[src/pkg/srvq_regs.svh]
// Register map, field positions and timing constants of the servo PWM and quadrature block.
// Operation
// [RULE1] With the watchdog enabled, all pins float once host traffic stops for about 6.5 ms.
// [RULE2] Pins float before configuration and after an orderly host shutdown.
// [RULE3] Direction output is high for negative commands, reversed by the polarity flip bit.
// [RULE4] Each index input raises its index event on a rising edge of the filtered level.
// [RULE5] Encoder inputs are sampled every 25 ns and pulses under seven samples are rejected; the code samples every 3 cycles, 24 ns.
// [RULE6] Status LED shows increase_drive xor decrease_drive of channel 0.
// [RULE7] Four counters decode every edge of both phases, 4x decoding.
// [RULE8] Counters are wide enough for 8191 counts between host reads.
// [RULE9] Each PWM takes a signed duty with 4095 levels from -100 to +100 percent.
// [RULE10] The PWM period is 2047 clock cycles.
// [RULE11] Each generator also offers a selectable pulse-density mode.
// [RULE12] Pulse-direction style puts the PWM pulse on increase_drive, else the up signal.
// [RULE13] Pulse-direction style puts direction on decrease_drive, else the down signal.
// [RULE14] There are 18 digital outputs, 10 dedicated and 8 on the PWM pins.
// [RULE15] Each shared PWM pin carries PWM xor its paired digital output.
// [RULE16] The polarity flip bit of a shared output makes that pin active low.
// [RULE17] There are 20 digital inputs, 12 of them reading the filtered encoder pins.
// [RULE18] Index pins read as inputs 8-11, phase A as 12-15, phase B as 16-19.
// [RULE19] All host exchange runs as bus transactions with the host.
// [RULE20] Outputs 0-9 update together; shared outputs update with their channel's duty.
// [RULE21] All 20 inputs latch at one instant per read; counts and duties independently.
// [RULE22] Counters run freely and wrap; the host computes deltas.
// [RULE23] Any host write restarts the watchdog interval.
`ifndef SRVQ_REGS_SVH
`define SRVQ_REGS_SVH

`define SRVQ_A_CTRL      12'h000
`define SRVQ_A_DOUT      12'h004
`define SRVQ_A_FLIP      12'h008
`define SRVQ_A_DIN       12'h00c
`define SRVQ_A_STAT      12'h010
`define SRVQ_A_DUTY      12'h020
`define SRVQ_A_COUNT     12'h030

`define SRVQ_B_OUTEN     0
`define SRVQ_B_WDEN      1
`define SRVQ_B_PDS       4
`define SRVQ_B_PDM       8
`define SRVQ_B_IDX       16
`define SRVQ_CTRL_RST    12'h002

`define SRVQ_CLK_MHZ     125
`define SRVQ_SAMPLE_NS   25
`define SRVQ_SAMPLE_CYC  ((`SRVQ_SAMPLE_NS * `SRVQ_CLK_MHZ) / 1000)
`define SRVQ_FILT_NS     175
`define SRVQ_FILT_N      3'h7
`define SRVQ_PWM_PERIOD  11'h7ff
`define SRVQ_WD_NS       6500000
`define SRVQ_WD_CYCLES   ((`SRVQ_WD_NS * `SRVQ_CLK_MHZ) / 1000)

`endif

[src/pkg/srvq_pkg.sv]
// Types shared by the servo PWM and quadrature block.
package srvq_pkg;
   typedef struct packed {
      logic [11:0] paddr;
      logic        psel;
      logic        penable;
      logic        pwrite;
      logic [31:0] pwdata;
   } srvq_apb_req_t;

   typedef struct packed {
      logic       led;
      logic [9:0] dout;
      logic [3:0] dec;
      logic [3:0] inc;
   } srvq_pins_t;
endpackage

[src/rtl/srvq_top.sv]
// Four-channel PWM, quadrature counter and digital I/O block with an APB register slave.
`timescale 1ns/1ps
`include "srvq_regs.svh"
module srvq_top #(
   parameter int WD_CYCLES = `SRVQ_WD_CYCLES,
   parameter int NCH       = 4,
   parameter int CNT_W     = 14
) (
   // Clock, reset and enable.
   input  wire logic                  pclk,
   input  wire logic                  presetn,
   input  wire logic                  ce,
   // APB slave.
   input  wire srvq_pkg::srvq_apb_req_t apb_req,
   output logic [31:0]                prdata,
   output logic                       pready,
   output logic                       pslverr,
   // Input pins.
   input  wire logic [7:0]            dedicated_input,
   input  wire logic [3:0]            encoder_phase_a,
   input  wire logic [3:0]            encoder_phase_b,
   input  wire logic [3:0]            encoder_index,
   // Output pins and their enables.
   output srvq_pkg::srvq_pins_t       pins,
   output srvq_pkg::srvq_pins_t       pins_oe
);
   import srvq_pkg::*;

   localparam int WDW = $clog2(WD_CYCLES + 1);
   localparam int SCW = $clog2(`SRVQ_SAMPLE_CYC + 1);

   logic [11:0]      ctrl_q;
   logic [17:0]      dout_q;
   logic [17:0]      flip_q;
   logic [31:0]      prdata_q;
   logic             pready_q;
   logic             pslverr_q;
   logic [WDW-1:0]   wd_cnt_q;
   logic             wd_exp_q;
   logic [SCW-1:0]   tcnt_q;
   logic [10:0]      pcnt_q;
   logic [11:0]      filt_q;
   logic [2:0]       fcnt_w [12];
   logic [CNT_W-1:0] cnt_w [NCH];
   logic [NCH-1:0]   idx_w;
   logic [NCH-1:0]   inc_w;
   logic [NCH-1:0]   dec_w;
   logic [NCH-1:0]   neg_w;
   logic [NCH-1:0]   duty_we;
   logic [NCH-1:0]   idx_clr;
   srvq_pins_t       pins_q;
   srvq_pins_t       pins_oe_q;
   srvq_pins_t       pins_d;

   // Bus phase decode and address match.
   wire              setup    = apb_req.psel & ~apb_req.penable; // RULE19
   wire              wr_en    = apb_req.psel & apb_req.penable & pready_q & apb_req.pwrite;
   wire [11:0]       a        = apb_req.paddr;
   wire [11:0]       duty_base = `SRVQ_A_DUTY;
   wire [11:0]       cnt_base  = `SRVQ_A_COUNT;
   wire [1:0]        ch_sel   = a[3:2];
   wire              hit_duty = (a[11:4] == duty_base[11:4]) && (a[1:0] == 2'h0);
   wire              hit_cnt  = (a[11:4] == cnt_base[11:4]) && (a[1:0] == 2'h0);
   wire              hit_ctrl = (a == `SRVQ_A_CTRL);
   wire              hit_dout = (a == `SRVQ_A_DOUT);
   wire              hit_flip = (a == `SRVQ_A_FLIP);
   wire              hit_din  = (a == `SRVQ_A_DIN);
   wire              hit_stat = (a == `SRVQ_A_STAT);
   wire              hit      = hit_duty | hit_cnt | hit_ctrl | hit_dout | hit_flip | hit_din | hit_stat;

   // Control fields and pin release.
   wire              out_en   = ctrl_q[`SRVQ_B_OUTEN];
   wire              wd_en    = ctrl_q[`SRVQ_B_WDEN];
   wire [3:0]        pds      = ctrl_q[`SRVQ_B_PDS +: 4];
   wire [3:0]        pdm      = ctrl_q[`SRVQ_B_PDM +: 4];
   wire              pins_en  = out_en & ~(wd_en & wd_exp_q); // RULE1 RULE2
   wire              tick     = (tcnt_q == SCW'(`SRVQ_SAMPLE_CYC - 1));

   // Inputs as the host sees them: index 8-11, A 12-15, B 16-19.
   wire [11:0]       enc_raw  = {encoder_phase_b, encoder_phase_a, encoder_index};
   wire [19:0]       din_now  = {filt_q, dedicated_input}; // RULE17 RULE18

   // Read data selection; returns are latched in the setup cycle.
   logic [31:0]      rd_data;
   always_comb begin
      rd_data = 32'h0;
      if (hit_ctrl) begin
         rd_data[11:0] = ctrl_q;
      end else if (hit_dout) begin
         rd_data[17:0] = dout_q;
      end else if (hit_flip) begin
         rd_data[17:0] = flip_q;
      end else if (hit_din) begin
         rd_data[19:0] = din_now; // RULE21
      end else if (hit_stat) begin
         rd_data[1:0] = {pins_en, wd_exp_q};
      end else if (hit_cnt) begin
         rd_data[CNT_W-1:0]   = cnt_w[ch_sel];
         rd_data[`SRVQ_B_IDX] = idx_w[ch_sel];
      end
   end

   // Per-channel strobes.
   always_comb begin
      for (int c = 0; c < NCH; c++) begin
         duty_we[c] = wr_en & hit_duty & (ch_sel == 2'(c));
         idx_clr[c] = ce & setup & ~apb_req.pwrite & hit_cnt & (ch_sel == 2'(c));
      end
   end

   // Bus response: ready in the first access cycle, data and error from flops.
   always_ff @(posedge pclk or negedge presetn) begin
      if (!presetn) begin
         prdata_q  <= 32'h0;
         pready_q  <= 1'b0;
         pslverr_q <= 1'b0;
      end else if (ce) begin
         pready_q  <= setup;
         pslverr_q <= setup & ~hit;
         if (setup) begin
            prdata_q <= rd_data;
         end
      end
   end

   // Writable configuration; dedicated outputs change together.
   always_ff @(posedge pclk or negedge presetn) begin
      if (!presetn) begin
         ctrl_q <= `SRVQ_CTRL_RST;
         dout_q <= 18'h0;
         flip_q <= 18'h0;
      end else if (ce && wr_en) begin
         if (hit_ctrl) begin
            ctrl_q <= apb_req.pwdata[11:0];
         end
         if (hit_dout) begin
            dout_q <= apb_req.pwdata[17:0]; // RULE14 RULE20
         end
         if (hit_flip) begin
            flip_q <= apb_req.pwdata[17:0];
         end
      end
   end

   // Watchdog: every write restarts it; expiry holds until the next write.
   always_ff @(posedge pclk or negedge presetn) begin
      if (!presetn) begin
         wd_cnt_q <= '0;
         wd_exp_q <= 1'b0;
      end else if (ce) begin
         if (wr_en) begin
            wd_cnt_q <= '0; // RULE23
            wd_exp_q <= 1'b0;
         end else if (wd_en && !wd_exp_q) begin
            if (wd_cnt_q == WDW'(WD_CYCLES - 1)) begin
               wd_exp_q <= 1'b1; // RULE1
            end else begin
               wd_cnt_q <= wd_cnt_q + 1'b1;
            end
         end
      end
   end

   // Sample tick and shared PWM period counter.
   always_ff @(posedge pclk or negedge presetn) begin
      if (!presetn) begin
         tcnt_q <= '0;
         pcnt_q <= 11'h0;
      end else if (ce) begin
         tcnt_q <= tick ? '0 : tcnt_q + 1'b1; // RULE5
         pcnt_q <= (pcnt_q == `SRVQ_PWM_PERIOD - 11'h1) ? 11'h0 : pcnt_q + 11'h1; // RULE10
      end
   end

   // Glitch filters: a level must hold for seven samples before it is taken.
   for (genvar i = 0; i < 12; i++) begin : g_filt
      logic [2:0] fcnt_q;
      logic       filt_bit_q;
      always_ff @(posedge pclk or negedge presetn) begin
         if (!presetn) begin
            fcnt_q     <= 3'h0;
            filt_bit_q <= 1'b0;
         end else if (ce && tick) begin
            if (enc_raw[i] == filt_bit_q) begin
               fcnt_q <= 3'h0;
            end else if (fcnt_q == `SRVQ_FILT_N - 3'h1) begin
               fcnt_q     <= 3'h0; // RULE5
               filt_bit_q <= enc_raw[i];
            end else begin
               fcnt_q <= fcnt_q + 3'h1;
            end
         end
      end
      // Each filter owns one bit of the shared filtered vector.
      assign filt_q[i] = filt_bit_q;
      assign fcnt_w[i] = fcnt_q;
   end

   // Channels: quadrature counter, index event, duty register and PWM.
   for (genvar c = 0; c < NCH; c++) begin : g_ch
      logic             a_p_q;
      logic             b_p_q;
      logic             z_p_q;
      logic [CNT_W-1:0] cnt_q;
      logic             idx_q;
      logic [11:0]      duty_q;
      logic [1:0]       sh_q;
      logic [10:0]      acc_q;
      logic             pdm_q;
      wire              fa    = filt_q[4 + c];
      wire              fb    = filt_q[8 + c];
      wire              fz    = filt_q[c];
      wire              step  = (fa ^ a_p_q) ^ (fb ^ b_p_q); // RULE7
      wire              up    = fa ^ b_p_q;
      wire              neg   = duty_q[11];
      wire [11:0]       absd  = neg ? 12'h0 - duty_q : duty_q;
      wire [10:0]       mag   = absd[10:0]; // RULE9
      wire [11:0]       acc_s = {1'b0, acc_q} + {1'b0, mag};
      wire              pdm_c = (acc_s >= {1'b0, `SRVQ_PWM_PERIOD});
      wire              pwm   = pdm[c] ? pdm_q : (pcnt_q < mag); // RULE11
      wire              upsig = pds[c] ? pwm : (pwm & ~neg); // RULE12
      wire              dnsig = pds[c] ? neg : (pwm & neg); // RULE3 RULE13
      wire [11:0]       wdat  = apb_req.pwdata[11:0];

      // Edge decode at each sample, free-running wrap, sticky index event.
      always_ff @(posedge pclk or negedge presetn) begin
         if (!presetn) begin
            a_p_q <= 1'b0;
            b_p_q <= 1'b0;
            z_p_q <= 1'b0;
            cnt_q <= '0;
            idx_q <= 1'b0;
         end else if (ce) begin
            if (tick) begin
               a_p_q <= fa;
               b_p_q <= fb;
               z_p_q <= fz;
               if (step) begin
                  cnt_q <= up ? cnt_q + 1'b1 : cnt_q - 1'b1; // RULE7 RULE8 RULE22
               end
            end
            if (tick && fz && !z_p_q) begin
               idx_q <= 1'b1; // RULE4
            end else if (idx_clr[c]) begin
               idx_q <= 1'b0;
            end
         end
      end

      // Duty write, shared outputs taken with it, and pulse-density accumulator.
      always_ff @(posedge pclk or negedge presetn) begin
         if (!presetn) begin
            duty_q <= 12'h0;
            sh_q   <= 2'h0;
            acc_q  <= 11'h0;
            pdm_q  <= 1'b0;
         end else if (ce) begin
            if (duty_we[c]) begin
               duty_q <= (wdat == 12'h800) ? 12'h801 : wdat; // RULE9
               sh_q   <= dout_q[10 + 2*c +: 2]; // RULE20
            end
            acc_q <= pdm_c ? 11'(acc_s - {1'b0, `SRVQ_PWM_PERIOD}) : acc_s[10:0];
            pdm_q <= pdm_c;
         end
      end

      assign cnt_w[c] = cnt_q;
      assign idx_w[c] = idx_q;
      assign neg_w[c] = neg;
      assign inc_w[c] = upsig ^ sh_q[0] ^ flip_q[10 + 2*c]; // RULE15 RULE16
      assign dec_w[c] = dnsig ^ sh_q[1] ^ flip_q[11 + 2*c]; // RULE3 RULE15 RULE16
   end

   // Pin values and enables, registered so every pin comes from a flop.
   assign pins_d = '{led:  inc_w[0] ^ dec_w[0], // RULE6
                     dout: dout_q[9:0] ^ flip_q[9:0],
                     dec:  dec_w,
                     inc:  inc_w};

   always_ff @(posedge pclk or negedge presetn) begin
      if (!presetn) begin
         pins_q    <= '0;
         pins_oe_q <= '0; // RULE2
      end else if (ce) begin
         pins_q    <= pins_d;
         pins_oe_q <= {$bits(srvq_pins_t){pins_en}}; // RULE1 RULE2
      end
   end

   assign prdata  = prdata_q;
   assign pready  = pready_q;
   assign pslverr = pslverr_q;
   assign pins    = pins_q;
   assign pins_oe = pins_oe_q;

   // Checks.
   property p_wd_release;
      @(posedge pclk) disable iff (!presetn)
      (ce && wd_en && wd_exp_q) |=> (pins_oe_q == '0);
   endproperty
   a_wd_release: assert property (p_wd_release) else $error("pins driven after watchdog expiry"); // RULE1

   property p_unconfigured;
      @(posedge pclk) disable iff (!presetn)
      (ce && !out_en) |=> (pins_oe_q == '0);
   endproperty
   a_unconfigured: assert property (p_unconfigured) else $error("pins driven while outputs disabled"); // RULE2

   property p_dir;
      @(posedge pclk) disable iff (!presetn)
      (ce && pds[0] && !flip_q[11] && !g_ch[0].sh_q[1]) |=> (pins_q.dec[0] == $past(neg_w[0]));
   endproperty
   a_dir: assert property (p_dir) else $error("direction pin does not follow duty sign"); // RULE3

   property p_index;
      @(posedge pclk) disable iff (!presetn)
      (ce && tick && filt_q[0] && !g_ch[0].z_p_q) |=> idx_w[0];
   endproperty
   a_index: assert property (p_index) else $error("index rising edge not recorded"); // RULE4

   property p_filter;
      @(posedge pclk) disable iff (!presetn)
      (ce && tick && fcnt_w[0] != `SRVQ_FILT_N - 3'h1) |=> (filt_q[0] == $past(filt_q[0]));
   endproperty
   a_filter: assert property (p_filter) else $error("filter passed a short pulse"); // RULE5

   property p_led;
      @(posedge pclk) disable iff (!presetn)
      1'b1 |-> (pins_q.led == (pins_q.inc[0] ^ pins_q.dec[0]));
   endproperty
   a_led: assert property (p_led) else $error("led differs from channel 0 xor"); // RULE6

   property p_period;
      @(posedge pclk) disable iff (!presetn)
      (ce && pcnt_q == 11'h7fe) |=> (pcnt_q == 11'h0);
   endproperty
   a_period: assert property (p_period) else $error("pwm period is not 2047 cycles"); // RULE10

   property p_din_latch;
      @(posedge pclk) disable iff (!presetn)
      (ce && setup && hit_din) |=> (prdata_q[19:0] == $past(din_now));
   endproperty
   a_din_latch: assert property (p_din_latch) else $error("inputs not latched together"); // RULE21

   property p_wd_restart;
      @(posedge pclk) disable iff (!presetn)
      (ce && wr_en) |=> (wd_cnt_q == '0 && !wd_exp_q);
   endproperty
   a_wd_restart: assert property (p_wd_restart) else $error("write did not restart watchdog"); // RULE23

   property p_ready_once;
      @(posedge pclk) disable iff (!presetn)
      (ce && apb_req.psel && apb_req.penable && pready_q) |=> !pready_q;
   endproperty
   a_ready_once: assert property (p_ready_once) else $error("ready held past the access cycle"); // RULE19

   property p_pwm_inc;
      @(posedge pclk) disable iff (!presetn)
      (ce && pds[0] && !pdm[0] && !flip_q[10] && !g_ch[0].sh_q[0]) |=>
         (pins_q.inc[0] == ($past(pcnt_q) < $past(g_ch[0].mag)));
   endproperty
   a_pwm_inc: assert property (p_pwm_inc) else $error("pulse pin does not carry the pwm"); // RULE12

   property p_updown_dec;
      @(posedge pclk) disable iff (!presetn)
      (ce && !pds[0] && !pdm[0] && !flip_q[11] && !g_ch[0].sh_q[1]) |=>
         (pins_q.dec[0] == ($past(g_ch[0].neg) && ($past(pcnt_q) < $past(g_ch[0].mag))));
   endproperty
   a_updown_dec: assert property (p_updown_dec) else $error("down pin does not carry the down signal"); // RULE13

   property p_count_step;
      @(posedge pclk) disable iff (!presetn)
      (ce && tick && g_ch[0].step) |=> (cnt_w[0] != $past(cnt_w[0]));
   endproperty
   a_count_step: assert property (p_count_step) else $error("phase edge not counted"); // RULE7

   property p_shared_hold;
      @(posedge pclk) disable iff (!presetn)
      (ce && !duty_we[0]) |=> (g_ch[0].sh_q == $past(g_ch[0].sh_q));
   endproperty
   a_shared_hold: assert property (p_shared_hold) else $error("shared outputs changed without a duty write"); // RULE20

endmodule // srvq_top

[config.mk]
export PLATFORM = sky130hd
export DESIGN_NAME = srvq_top
export DESIGN_NICKNAME = d
export VERILOG_FILES = /design/src/pkg/srvq_pkg.sv /design/src/rtl/srvq_top.sv
export VERILOG_INCLUDE_DIRS = /design/src /design/src/pkg
export SDC_FILE = /design/constraint.sdc
export NUM_CORES = 1
export LEC_CHECK = 0
export ABC_AREA = 1
export BUFFER_PORTS_ARGS = -buffer_cell sky130_fd_sc_hd__buf_2
export CAP_MARGIN = 20
export CORE_MARGIN = 2
export CORE_UTILIZATION = 40
export CTS_CLUSTER_DIAMETER = 40
export CTS_CLUSTER_SIZE = 8
export DETAILED_ROUTE_END_ITERATION = 8
export GPL_ROUTABILITY_DRIVEN = 0
export PLACE_DENSITY_LB_ADDON = 0.05
export SLEW_MARGIN = 15
export SYNTH_ARGS = -nofsm -noshare
export SYNTH_HDL_FRONTEND = slang
export SYNTH_SLANG_ARGS = --single-unit
[constraint.sdc]
create_clock -name pclk -period 4.85 [get_ports pclk]
set_input_delay 0.97 -clock pclk [delete_from_list [all_inputs] [get_ports pclk]]
set_output_delay 0.97 -clock pclk [all_outputs]
set_load 0.02 [all_outputs]
== Word level (Yosys, flattened, before mapping) ==
Index checks and enable logic that the tools add are counted.
Cells by class
  bitwise gates (word level): 88
  multiply operators: 0
  equal/unequal tests: 38
  $lt $le $gt $ge: 10
  shifts and indexed selects: 0
  muxes and demuxes: 85
  reductions and logical operators: 58
  add/subtract/negate cells: 35
  divide/modulo/power cells: 0
Operators by type and width (count)
  two-way mux 14 bit: 8
  two-way mux 11 bit: 9
  two-way mux 3 bit: 25
  two-way mux 20 bit: 3
  adder 14 x 1 -> 14 bit (second input constant): 4
  subtractor 14 x 1 -> 14 bit (second input constant): 4
  AND reduction 3 bit: 18
  adder 11 x 11 -> 12 bit: 4
  >= comparator 12 x 11 -> 1 bit (second input constant): 4
  < comparator 11 bit: 4
  subtractor 1 x 11 -> 11 bit (first input constant): 4
  subtractor 11 bit (second input constant): 4
  adder 3 x 1 -> 3 bit (second input constant): 12
  == test 3 bit (second input constant): 12
  two-way mux 12 bit: 3
  two-way mux 18 bit: 2
  XOR 1 bit: 33
  binary-select mux 14 bit (select 2 bit): 1
  bitwise AND 1 bit: 27
  two-way mux 1 bit: 27
  AND reduction 2 bit: 13
  == test 12 x 4 -> 1 bit (second input constant): 2
  adder 20 x 1 -> 20 bit (second input constant): 1
  == test 20 bit (second input constant): 1
  other kinds (25): 89
Word-level totals
  bits in read-only memories: 0
  bits in writable memories: 0
  bits in registers: 350
  output and inout bits: 72
  memories: 0
  latch bits: 0

== Logic depth before layout (Yosys ltp) ==
Gate-level depths: netlist of the first run.
  depth after elaboration: 10
  gate-level depth with buffers: 26
  depth with buffers taken out: 26

== Worst setup path after synthesis of the first run ==
OpenSTA, ideal clock, no wires.
  path type: reg2reg
  start point: register g_filt[7].filt_bit_q, in the netlist g_ch[3].fa
  end point: register g_ch[3].cnt_q[10]
  setup time: 0.117 ns
  required time: 4.733 ns
  arrival time: 2.864 ns
  path slack: 1.869 ns
  cell stages (with the launch flop): 14
  buffers on the path: 0
  cell sequence: dfrtp_1 xnor2_1 inv_1 fa_1 nand3b_1 nand2_1 nand2_1 nand2_1 a21oi_1 o21ai_0 a21oi_1 or2_2 nand3_1 nand2_1
On the way
  longest elaborated chain between the ends: 3
  elaborated cells between the ends (all ways): 5
  those cells by class: mux: 1; bitwise: 3; reduce/logical: 1
Ends and longest elaborated chain
  from (decl): RTL line srvq_top.sv:178  | logic filt_bit_q;
  from (signal assigned): RTL line srvq_top.sv:188  | filt_bit_q <= enc_raw[i];
  XOR 1 bit (2 in series): RTL line srvq_top.sv:213  | wire step = (fa ^ a_p_q) ^ (fb ^ b_p_q);
  AND reduction 3 bit (no source line)
  to (signal assigned): RTL line srvq_top.sv:239  | cnt_q <= up ? cnt_q + 1'b1 : cnt_q - 1'b1;
  to (decl): RTL line srvq_top.sv:204  | logic [CNT_W-1:0] cnt_q;
Several ways; a longest one is shown, not always the timed one.
A chain may end at the register's enable or synchronous reset.

== Worst setup path in the final report of the first run ==
  start point: register g_ch[0].duty_q[0]
  end point: register g_ch[0].acc_q[5]
On the way
  longest elaborated chain between the ends: 5
  elaborated cells between the ends (all ways): 6
  those cells by class: add/sub: 3; order compare: 1; mux: 2
Ends and longest elaborated chain
  from (decl): RTL line srvq_top.sv:206  | logic [11:0] duty_q;
  from (signal assigned): RTL line srvq_top.sv:259  | duty_q <= (wdat == 12'h800) ? 12'h801 : wdat;
  subtractor 1 x 11 -> 11 bit: RTL line srvq_top.sv:216  | wire [11:0] absd = neg ? 12'h0 - duty_q : duty_q;
  two-way mux 11 bit (*): RTL line srvq_top.sv:216
  adder 11 x 11 -> 12 bit (*): RTL line srvq_top.sv:218  | wire [11:0] acc_s = {1'b0, acc_q} + {1'b0, mag};
  subtractor 11 bit / >= comparator 12 x 11 -> 1 bit (equally long branches): RTL line srvq_top.sv:262, srvq_top.sv:219
  two-way mux 11 bit (*): RTL line srvq_top.sv:262  | acc_q <= pdm_c ? 11'(acc_s - {1'b0, `SRVQ_PWM_PERIOD}) : acc_s[10:0];
  to (signal assigned): RTL line srvq_top.sv:262
  to (decl): RTL line srvq_top.sv:208  | logic [10:0] acc_q;
Every way passes the cells marked *; elsewhere a longest branch is shown, timed or not.

==> reports/qor.csv, run 1 <==
stage,metric,value,unit
status,status,"finished, final reports clean",
die,start_util,0.406,
die,core,59200,um2
cts,cts_buffers,80,
pwr,ir_drop,0.269,mV
yosys,netlist.area_leader.share,0.361,
cts,numClockSinks,348,
cts,h-tree-depth,3,
routing,drtIter0Drc,1255,
yosys,synth-async-reset-ratio,1.00,
worst_setup_path,cp_slowest_stage_delay,0.45,ns
global_route,grt_pass1_vias,21024,
worst_hold_path,min_path_type,primary input to asynchronous set/reset pin,
routing,ant_nets,0,
timing,maxSlewViolCount,0,
final_layout,drive_gt1_frac,0.101,
routing,num_vias,21862,
yosys,synth_edf_count,0,
routing,drc,0,
timing,finalCriticalPeriod,3.94,ns
final_layout,filler_cell_count,5922,
worst_setup_path,crit_slowest_cell,nand2_1,
global_route,antenna_found_initial,1,
die,die_x,249,um
final_layout,fin_nets,3681,
die,ios,142,
yosys,synthFlopType,dfrtp_1,
worst_setup_path,worstSetupPathType,flip-flop to flip-flop,
final_layout,layout_common_cells,"nand2_1, inv_1, dfrtp_1",
cts,clk_path_buf_depth,3,
die,die_h,249,um
global_route,grt_overflow,0,
final_layout,diodes,0,
cts,worstSkewPairLatency,0.61,ns
yosys,yosys.area.top_type,dfrtp_1,
worst_setup_path,cp_num_buf_inv,3,
timing,hold_viol_final,0,
cts,clock-root-buffer,clkbuf_16,
worst_setup_path,crit_chain,inv_1 > ha_1 > inv_1 > nor3_1 > inv_1 > nand2_1 > xor2_1 > ha_1 > nand2_1 > nand2_1 > a21oi_1 > nand2_1 > nand2_1 > nand2_1 > nand2_1 > nand2_1 > nor2_1 > nand3_1 > nand2_1 > nand2_1 > nand2_1 > nand2_1 > nand2_1,
final_layout,final_common_cell,nand2_1,
pwr,p_per_area,499,nW/um2
die,rows,89,
placed_design,dp_hpwl,53500,um
global_route,grt_max_degree,111,
timing,slew_headroom,0.355,
final_layout,area.growth.synth_to_final,17.1,%
placed_design,io_buffers,115,
timing,fmax,0.254,GHz
pwr,total_leakage_power,0.0143,uW
global_route,grt_use_total,0.229,
worst_setup_path,cp-start-kind,flip-flop,
worst_setup_path,cp-end-kind,flip-flop,
timing,fin_skew,0.0235,ns
cts,cts_tree,built,
yosys,yosysSeqAreaShare,0.362,
yosys,synth_cells,3331,
cts,clk_pin_slew,0.04,ns
routing,routed_wl,71000,um
cts,ctsResizeCount,0,
yosys,ys_types,59,
routing,drt-vias-per-instance,5.10,
job,max_cap_viol_count,0,
timing,period_share,0.812,
worst_setup_path,cp.arrival,4.46,ns
worst_setup_path,crit_required,5.37,ns
yosys,synthTopCellsByArea,"dfrtp_1, nand2_1, ha_1",
timing,holdWs,0.397,ns
timing,setup_tns,0,ns
yosys,ys_ff_latch,348,
die,dieArea,62100,um2
routing,dr.pass1.iters,5,
worst_setup_path,cp_top_family,simple AND/OR/NAND/NOR gates,
global_route,grt_pass1_wl,114000,um
yosys,yosys_warnings,0,
cts,post_cts_buffers,0,
yosys,avgSynthCellArea,7.22,um2
timing,finalSetupViolCount,0,
worst_setup_path,cp_common_cell,nand2_1,
timing,grt_setup_unrepaired,false,
yosys,syn_area,24000,um2
routing,wl_per_cell,16.6,um
final_layout,utilization,0.475,
worst_setup_path,critPathMaxFanout,11,
cts,ctsHoldBuffers,0,
timing,worst_pin_slew,0.967,ns
[path summary, 6_finish.rpt]
kind | start | end | slack [ns] | cells after the start
setup / recovery | g_ch[0].duty_q[0]$_DFFE_PN0P_ | g_ch[0].acc_q[5]$_DFFE_PN0P_ | 0.91 | 23
hold / removal | presetn | wd_cnt_q[7]$_DFFE_PN0P_ | 0.40 | 1
setup reg to reg | g_ch[0].duty_q[0]$_DFFE_PN0P_ | g_ch[0].acc_q[5]$_DFFE_PN0P_ | 0.91 | 23
hold reg to reg | g_ch[0].z_p_q$_DFFE_PN0P_ | g_ch[0].idx_q$_DFFE_PN0P_ | 0.46 | 1
max in group asynchronous | presetn | g_ch[1].cnt_q[13]$_DFFE_PN0P_ | 3.33 | 2
min in group pclk | g_ch[0].z_p_q$_DFFE_PN0P_ | g_ch[0].idx_q$_DFFE_PN0P_ | 0.46 | 1
[cell type report]
type / count / area, um2 / area share
multi-input combinational: 2445 / 13100 / 0.467
timing repair buffer: 139 / 811 / 0.0288
clock inverter: 45 / 637 / 0.0226
tap: 773 / 967 / 0.0344
clock buffer: 98 / 2220 / 0.0790
inverter: 440 / 1650 / 0.0587
sequential: 348 / 8710 / 0.310
[logic make-up after synthesis]
group                      after synthesis  synth area share
other                                    1          0.000156
AOI/OAI and AO/OA                      517             0.119
adders and majority gates              157            0.0842
buffers and inverters                  549            0.0929
DFF                                    348             0.362
xor gates and xnor gates               143            0.0524
muxes                                   11           0.00500
and+or+nand+nor                       1605             0.284
[state kept, by name, summed over array words and instances (netlist names), 8 cells and up]
register and flops:
ctrl_q 12, dout_q 18, flip_q 18, g_ch.acc_q 44, g_ch.cnt_q 56, g_ch.duty_q 48, g_ch.sh_q 8, g_filt.fcnt_q 36
pcnt_q 11, pins 19, prdata 20, wd_cnt_q 20
[routing by layer]
layer / routed length (um) / GRT usage / up-vias
li1: - / - / 11043
met5: 0 / 0 / -
met1: 33300 / 0.309 / 10300
met4: 1370 / 0.0628 / 0
met3: 3110 / 0.0310 / 96
met2: 33200 / 0.385 / 423
[Yosys cell counts (10+ instances only)]
cell	count
nand2_1	1059
nor3_1	60
nor2_1	167
nand3_1	188
o21ai_0	240
nor4_1	12
nand3b_1	13
or2_2	17
a31oi_1	10
o211ai_1	10
xor2_1	95
inv_2	10
dfrtp_1	347
clkbuf_1	47
nand4_1	45
o22ai_1	21
inv_1	425
o2111ai_1	11
xnor2_1	47
buf_4	32
o21ai_1	34
a21oi_1	130
buf_2	24
o31ai_1	21
ha_1	149
[worst register-to-register path, stage by stage (launching register included)]
cell     delay [ns]
dfrtp_1        0.42
inv_1          0.08
ha_1           0.14
inv_1          0.05
nor3_1         0.39
inv_1          0.08
nand2_1        0.09
xor2_1         0.30
ha_1           0.32
nand2_1        0.08
nand2_1        0.07
a21oi_1        0.22
nand2_1        0.11
nand2_1        0.09
nand2_1        0.05
nand2_1        0.06
nand2_1        0.11
nor2_1         0.11
nand3_1        0.32
nand2_1        0.45
nand2_1        0.09
nand2_1        0.07
nand2_1        0.06
nand2_1        0.08
[per-stage QoR]
| step | instances | instance area, um2 | power [uW] | worst slack, ns |
|---|---|---|---|---|
| global placement | 4144 | 25200 | 8210 | 1.08 |
| global route | 4288 | 28100 | 15100 | 0.379 |
| floorplan | 3342 | 24100 | 7160 | 1.87 |
| CTS | 4288 | 28100 | 14200 | 0.966 |
| finish | 4288 | 28100 | 14000 | 0.912 |
| detailed placement | 4145 | 25300 | 8350 | 1.00 |
[power by group]
part           switching [uW]  internal [uW]  leakage (uW)  total (uW)
registers                 505           3400       0.00463        3910
logic                    2780           1650       0.00829        4430
clock network            1800           3890       0.00137        5690
total                    5090           8940        0.0143       14000
No activity file was read; power rests on OpenSTA's default activity.
==> inputs of run 2 (changes only) <==
ABC_AREA = 0   (was 1)
clock period = 3.83 ns   (was 4.85 ns; I/O delays follow)
==> run 2 against run 1 <==
- design area fell by 2.9%
- first-iteration DRC count fell by 25%
- cell count fell by 20%
- register-to-register slack got worse by 0.83 ns
- core utilization rose by 1.2 points
- routed wire length fell by 9.9%
- critical path type unchanged
- largest cell class unchanged
- highest routed layer is now met5
==> reports/qor.csv, run 2 <==
stage,metric,value,unit,change
final_layout,stdcell_area,27300,um2,"was 28,100 um2"
pwr,total_leakage_power,0.0129,uW,was 0.0143 uW
global_route,grt_use_total,0.218,,was 0.229
yosys,yosysSeqAreaShare,0.386,,was 0.362
final_layout,layout_common_cells,"dfrtp_1, nand2_1, o21ai_0",,"was nand2_1, inv_1, dfrtp_1"
timing,fmax,0.267,GHz,was 0.254 GHz
worst_setup_path,worstSetupPathType,flip-flop to flip-flop,,unchanged
cts,h-tree-depth,3,,unchanged
timing,period_share,0.978,,was 0.812
global_route,grt_pass1_vias,18322,,was 21.0k
worst_setup_path,cp-end-kind,flip-flop,,unchanged
routing,dr.pass1.iters,5,,unchanged
timing,fin_skew,0.0215,ns,was 0.0235 ns
routing,ant_nets,0,,unchanged
routing,num_vias,18625,,was 21.9k
cts,cts_tree,built,,unchanged
yosys,synth-async-reset-ratio,1.00,,unchanged
placed_design,place_ws,-0.0167,ns,was 1.00 ns
final_layout,largestRegisters,"g_ch.cnt_q: 56 flops, g_ch.duty_q: 48 flops, g_ch.acc_q: 44 flops",,unchanged
yosys,yosysMostFrequentCell,dfrtp_1,,was nand2_1
worst_setup_path,cp.arrival,4.22,ns,was 4.46 ns
job,max_cap_viol_count,0,,unchanged
global_route,grt_overflow,0,,unchanged
timing,worst_pin_slew,1.03,ns,was 0.967 ns
cts,clk_pin_slew,0.04,ns,about the same
global_route,grt_pass1_wl,101000,um,"was 114,000 um"
status,status,"finished, final reports clean",,unchanged
die,dieArea,58400,um2,"was 62,100 um2"
timing,hold_viol_final,0,,unchanged
yosys,netlist.area_leader.share,0.385,,was 0.361
yosys,avgSynthCellArea,9.32,um2,was 7.22 um2
placed_design,dp_hpwl,46700,um,"was 53,500 um"
pwr,ir_drop,0.357,mV,was 0.269 mV
cts,worstSkewPairLatency,0.62,ns,was 0.61 ns
routing,drt-vias-per-instance,5.42,,was 5.10
timing,maxSlewViolCount,0,,unchanged
yosys,synth_edf_count,0,,unchanged
timing,finalSetupViolCount,0,,unchanged
yosys,yosys.area.top_type,dfrtp_1,,unchanged
die,die_h,242,um,was 249 um
timing,worst_slack,0.0834,ns,was 0.912 ns
yosys,ys_types,92,,was 59
final_layout,final_common_cell,dfrtp_1,,was nand2_1
timing,finalCriticalPeriod,3.75,ns,was 3.94 ns
yosys,yosys_warnings,0,,unchanged
final_layout,largest_register_ffs,56,,unchanged
final_layout,fin_nets,2851,,"was 3,681"
final_layout,area.growth.synth_to_final,21.0,%,was 17.1%
global_route,grt_max_degree,75,,was 111
cts,clk_path_buf_depth,3,,unchanged
yosys,synth_cells,2423,,"was 3,331"
cts,numClockSinks,348,,unchanged
yosys,ys_ff_latch,348,,unchanged
placed_design,io_buffers,115,,unchanged
global_route,antenna_found_initial,4,,was 1
timing,slew_headroom,0.309,,was 0.355
worst_setup_path,critPathMaxFanout,6,,was 11
yosys,syn_area,22600,um2,"was 24,000 um2"
placed_design,postPlaceCellArea,24500,um2,"was 25,300 um2"
die,die_x,242,um,was 249 um
timing,grt_setup_unrepaired,true,,was false
yosys,ys_top_cells_by_count,"dfrtp_1, nand2_1, o21ai_0",,"was nand2_1, inv_1, dfrtp_1"
die,core,56100,um2,"was 59,200 um2"
final_layout,drive_gt1_frac,0.201,,was 0.101
worst_setup_path,crit_required,4.30,ns,was 5.37 ns
die,ios,142,,unchanged
routing,routed_wl,63900,um,"was 71,000 um"
final_layout,max_flop_register,g_ch.cnt_q,,unchanged
worst_setup_path,cp-start-kind,flip-flop,,unchanged
die,start_util,0.403,,was 0.406
yosys,synthTopCellsByArea,"dfrtp_1, ha_1, mux2_2",,"was dfrtp_1, nand2_1, ha_1"
final_layout,utilization,0.487,,was 0.475
routing,wl_per_cell,18.6,um,was 16.6 um
worst_hold_path,min_path_type,primary input to asynchronous set/reset pin,,unchanged
yosys,synthFlopType,dfrtp_1,,unchanged
cts,cts_buffers,74,,was 80
die,rows,87,,was 89
routing,drtIter0Drc,947,,"was 1,255"
cts,clock-root-buffer,clkbuf_16,,unchanged
routing,drc,0,,unchanged
pwr,p_per_area,586,nW/um2,was 499 nW/um2
[run 2: cell count changes in the layout (fill, tap and decap cells not counted), moves of 36 or more]
cell,previous run,this run
or3_1,0,36
inv_1,424,116
nand2_1,1059,260
buf_4,21,93
xnor2_1,47,111
mux2_2,8,120
nand3_1,188,57
[run 2: path summary, 6_finish.rpt]
check	startpoint	end	slack, ns	cells past startpoint
max reg2reg	g_ch[2].duty_q[1]$_DFFE_PN0P_	g_ch[2].acc_q[1]$_DFFE_PN0P_	0.08	14
min	presetn	g_ch[2].acc_q[7]$_DFFE_PN0P_	0.12	1
min in group pclk	apb_req[15]	dout_q[15]$_DFFE_PN0P_	0.40	2
max	g_ch[2].duty_q[1]$_DFFE_PN0P_	g_ch[2].acc_q[1]$_DFFE_PN0P_	0.08	14
max in group asynchronous	presetn	g_ch[0].cnt_q[0]$_DFFE_PN0P_	2.73	2
min reg2reg	g_ch[0].cnt_q[13]$_DFFE_PN0P_	g_ch[0].cnt_q[13]$_DFFE_PN0P_	0.47	1
[run 2: power by group]
group / leakage, uW / total (uW) / internal, uW / switching [uW]
combinational: 0.00700 / 4920 / 2180 / 2740
clock: 0.00124 / 6460 / 4280 / 2190
sequential: 0.00462 / 4640 / 4140 / 501
[run 2: cell families (layout without fill, tap and decap cells)]
kind of cell / after synthesis / after routing / synth area share
AOI/OAI and AO/OA: 594 / 594 / 0.166
other: 1 / 13 / 0.000166
muxes: 146 / 146 / 0.0797
adders and majority gates: 158 / 158 / 0.0901
buffers and inverters: 219 / 462 / 0.0416
and+or+nand+nor: 766 / 766 / 0.161
DFF: 348 / 348 / 0.386
xor gates and xnor gates: 191 / 191 / 0.0761
[run 2: area by class of cell]
cell class | instances | area, um2
sequential | 348 | 8710
tap | 756 | 946
multi-input combinational | 1867 | 13300
clock inverter | 33 | 443
antenna | 1 | 2.50
inverter | 118 | 443
fill | 5270 | 28700
clock buffer | 96 | 2100
timing repair buffer | 215 | 1430
[run 2: routing by layer]
metal / vias up / global-route usage / routed length (um)
met3: 103 / 0.0368 / 2610
met2: 329 / 0.368 / 31100
met4: 2 / 0.0707 / 1650
met5: - / 0 / 13
met1: 9090 / 0.283 / 28600
li1: 9101 / - / -
[run 2: per-stage QoR]
step	instances	setup TNS, ns	power (uW)	hold slack (ns)
after floorplan	2434	0	8030	0.436
after global placement	3300	-0.0159	9360	0.456
after detailed placement	3300	-0.0387	9440	0.459
after CTS	3429	0	16000	0.171
after global routing	3433	-0.104	17000	0.178
final	3434	0	16000	0.121
[run 2: worst max-delay path, stage by stage (launching register included)]
cell and delay (ns):
dfrtp_1 0.38, inv_1 0.09, ha_1 0.17, or4b_4 0.51, o41ai_4 0.28, xnor2_2 0.16, ha_1 0.29, or3_1 0.40
o31ai_2 0.30, maj3_1 0.29, inv_2 0.08, a21oi_4 0.21, buf_12 0.14, mux2i_1 0.21, a21oi_1 0.09
[run 2: timing repair]
item                       in CTS  in global routing
hold buffers                    0                  0
gates resized for setup         2                 53
setup endpoints to repair       7                 45
setup buffers                   0                  4
pin swaps                       2                  9
cloned                          0                  0
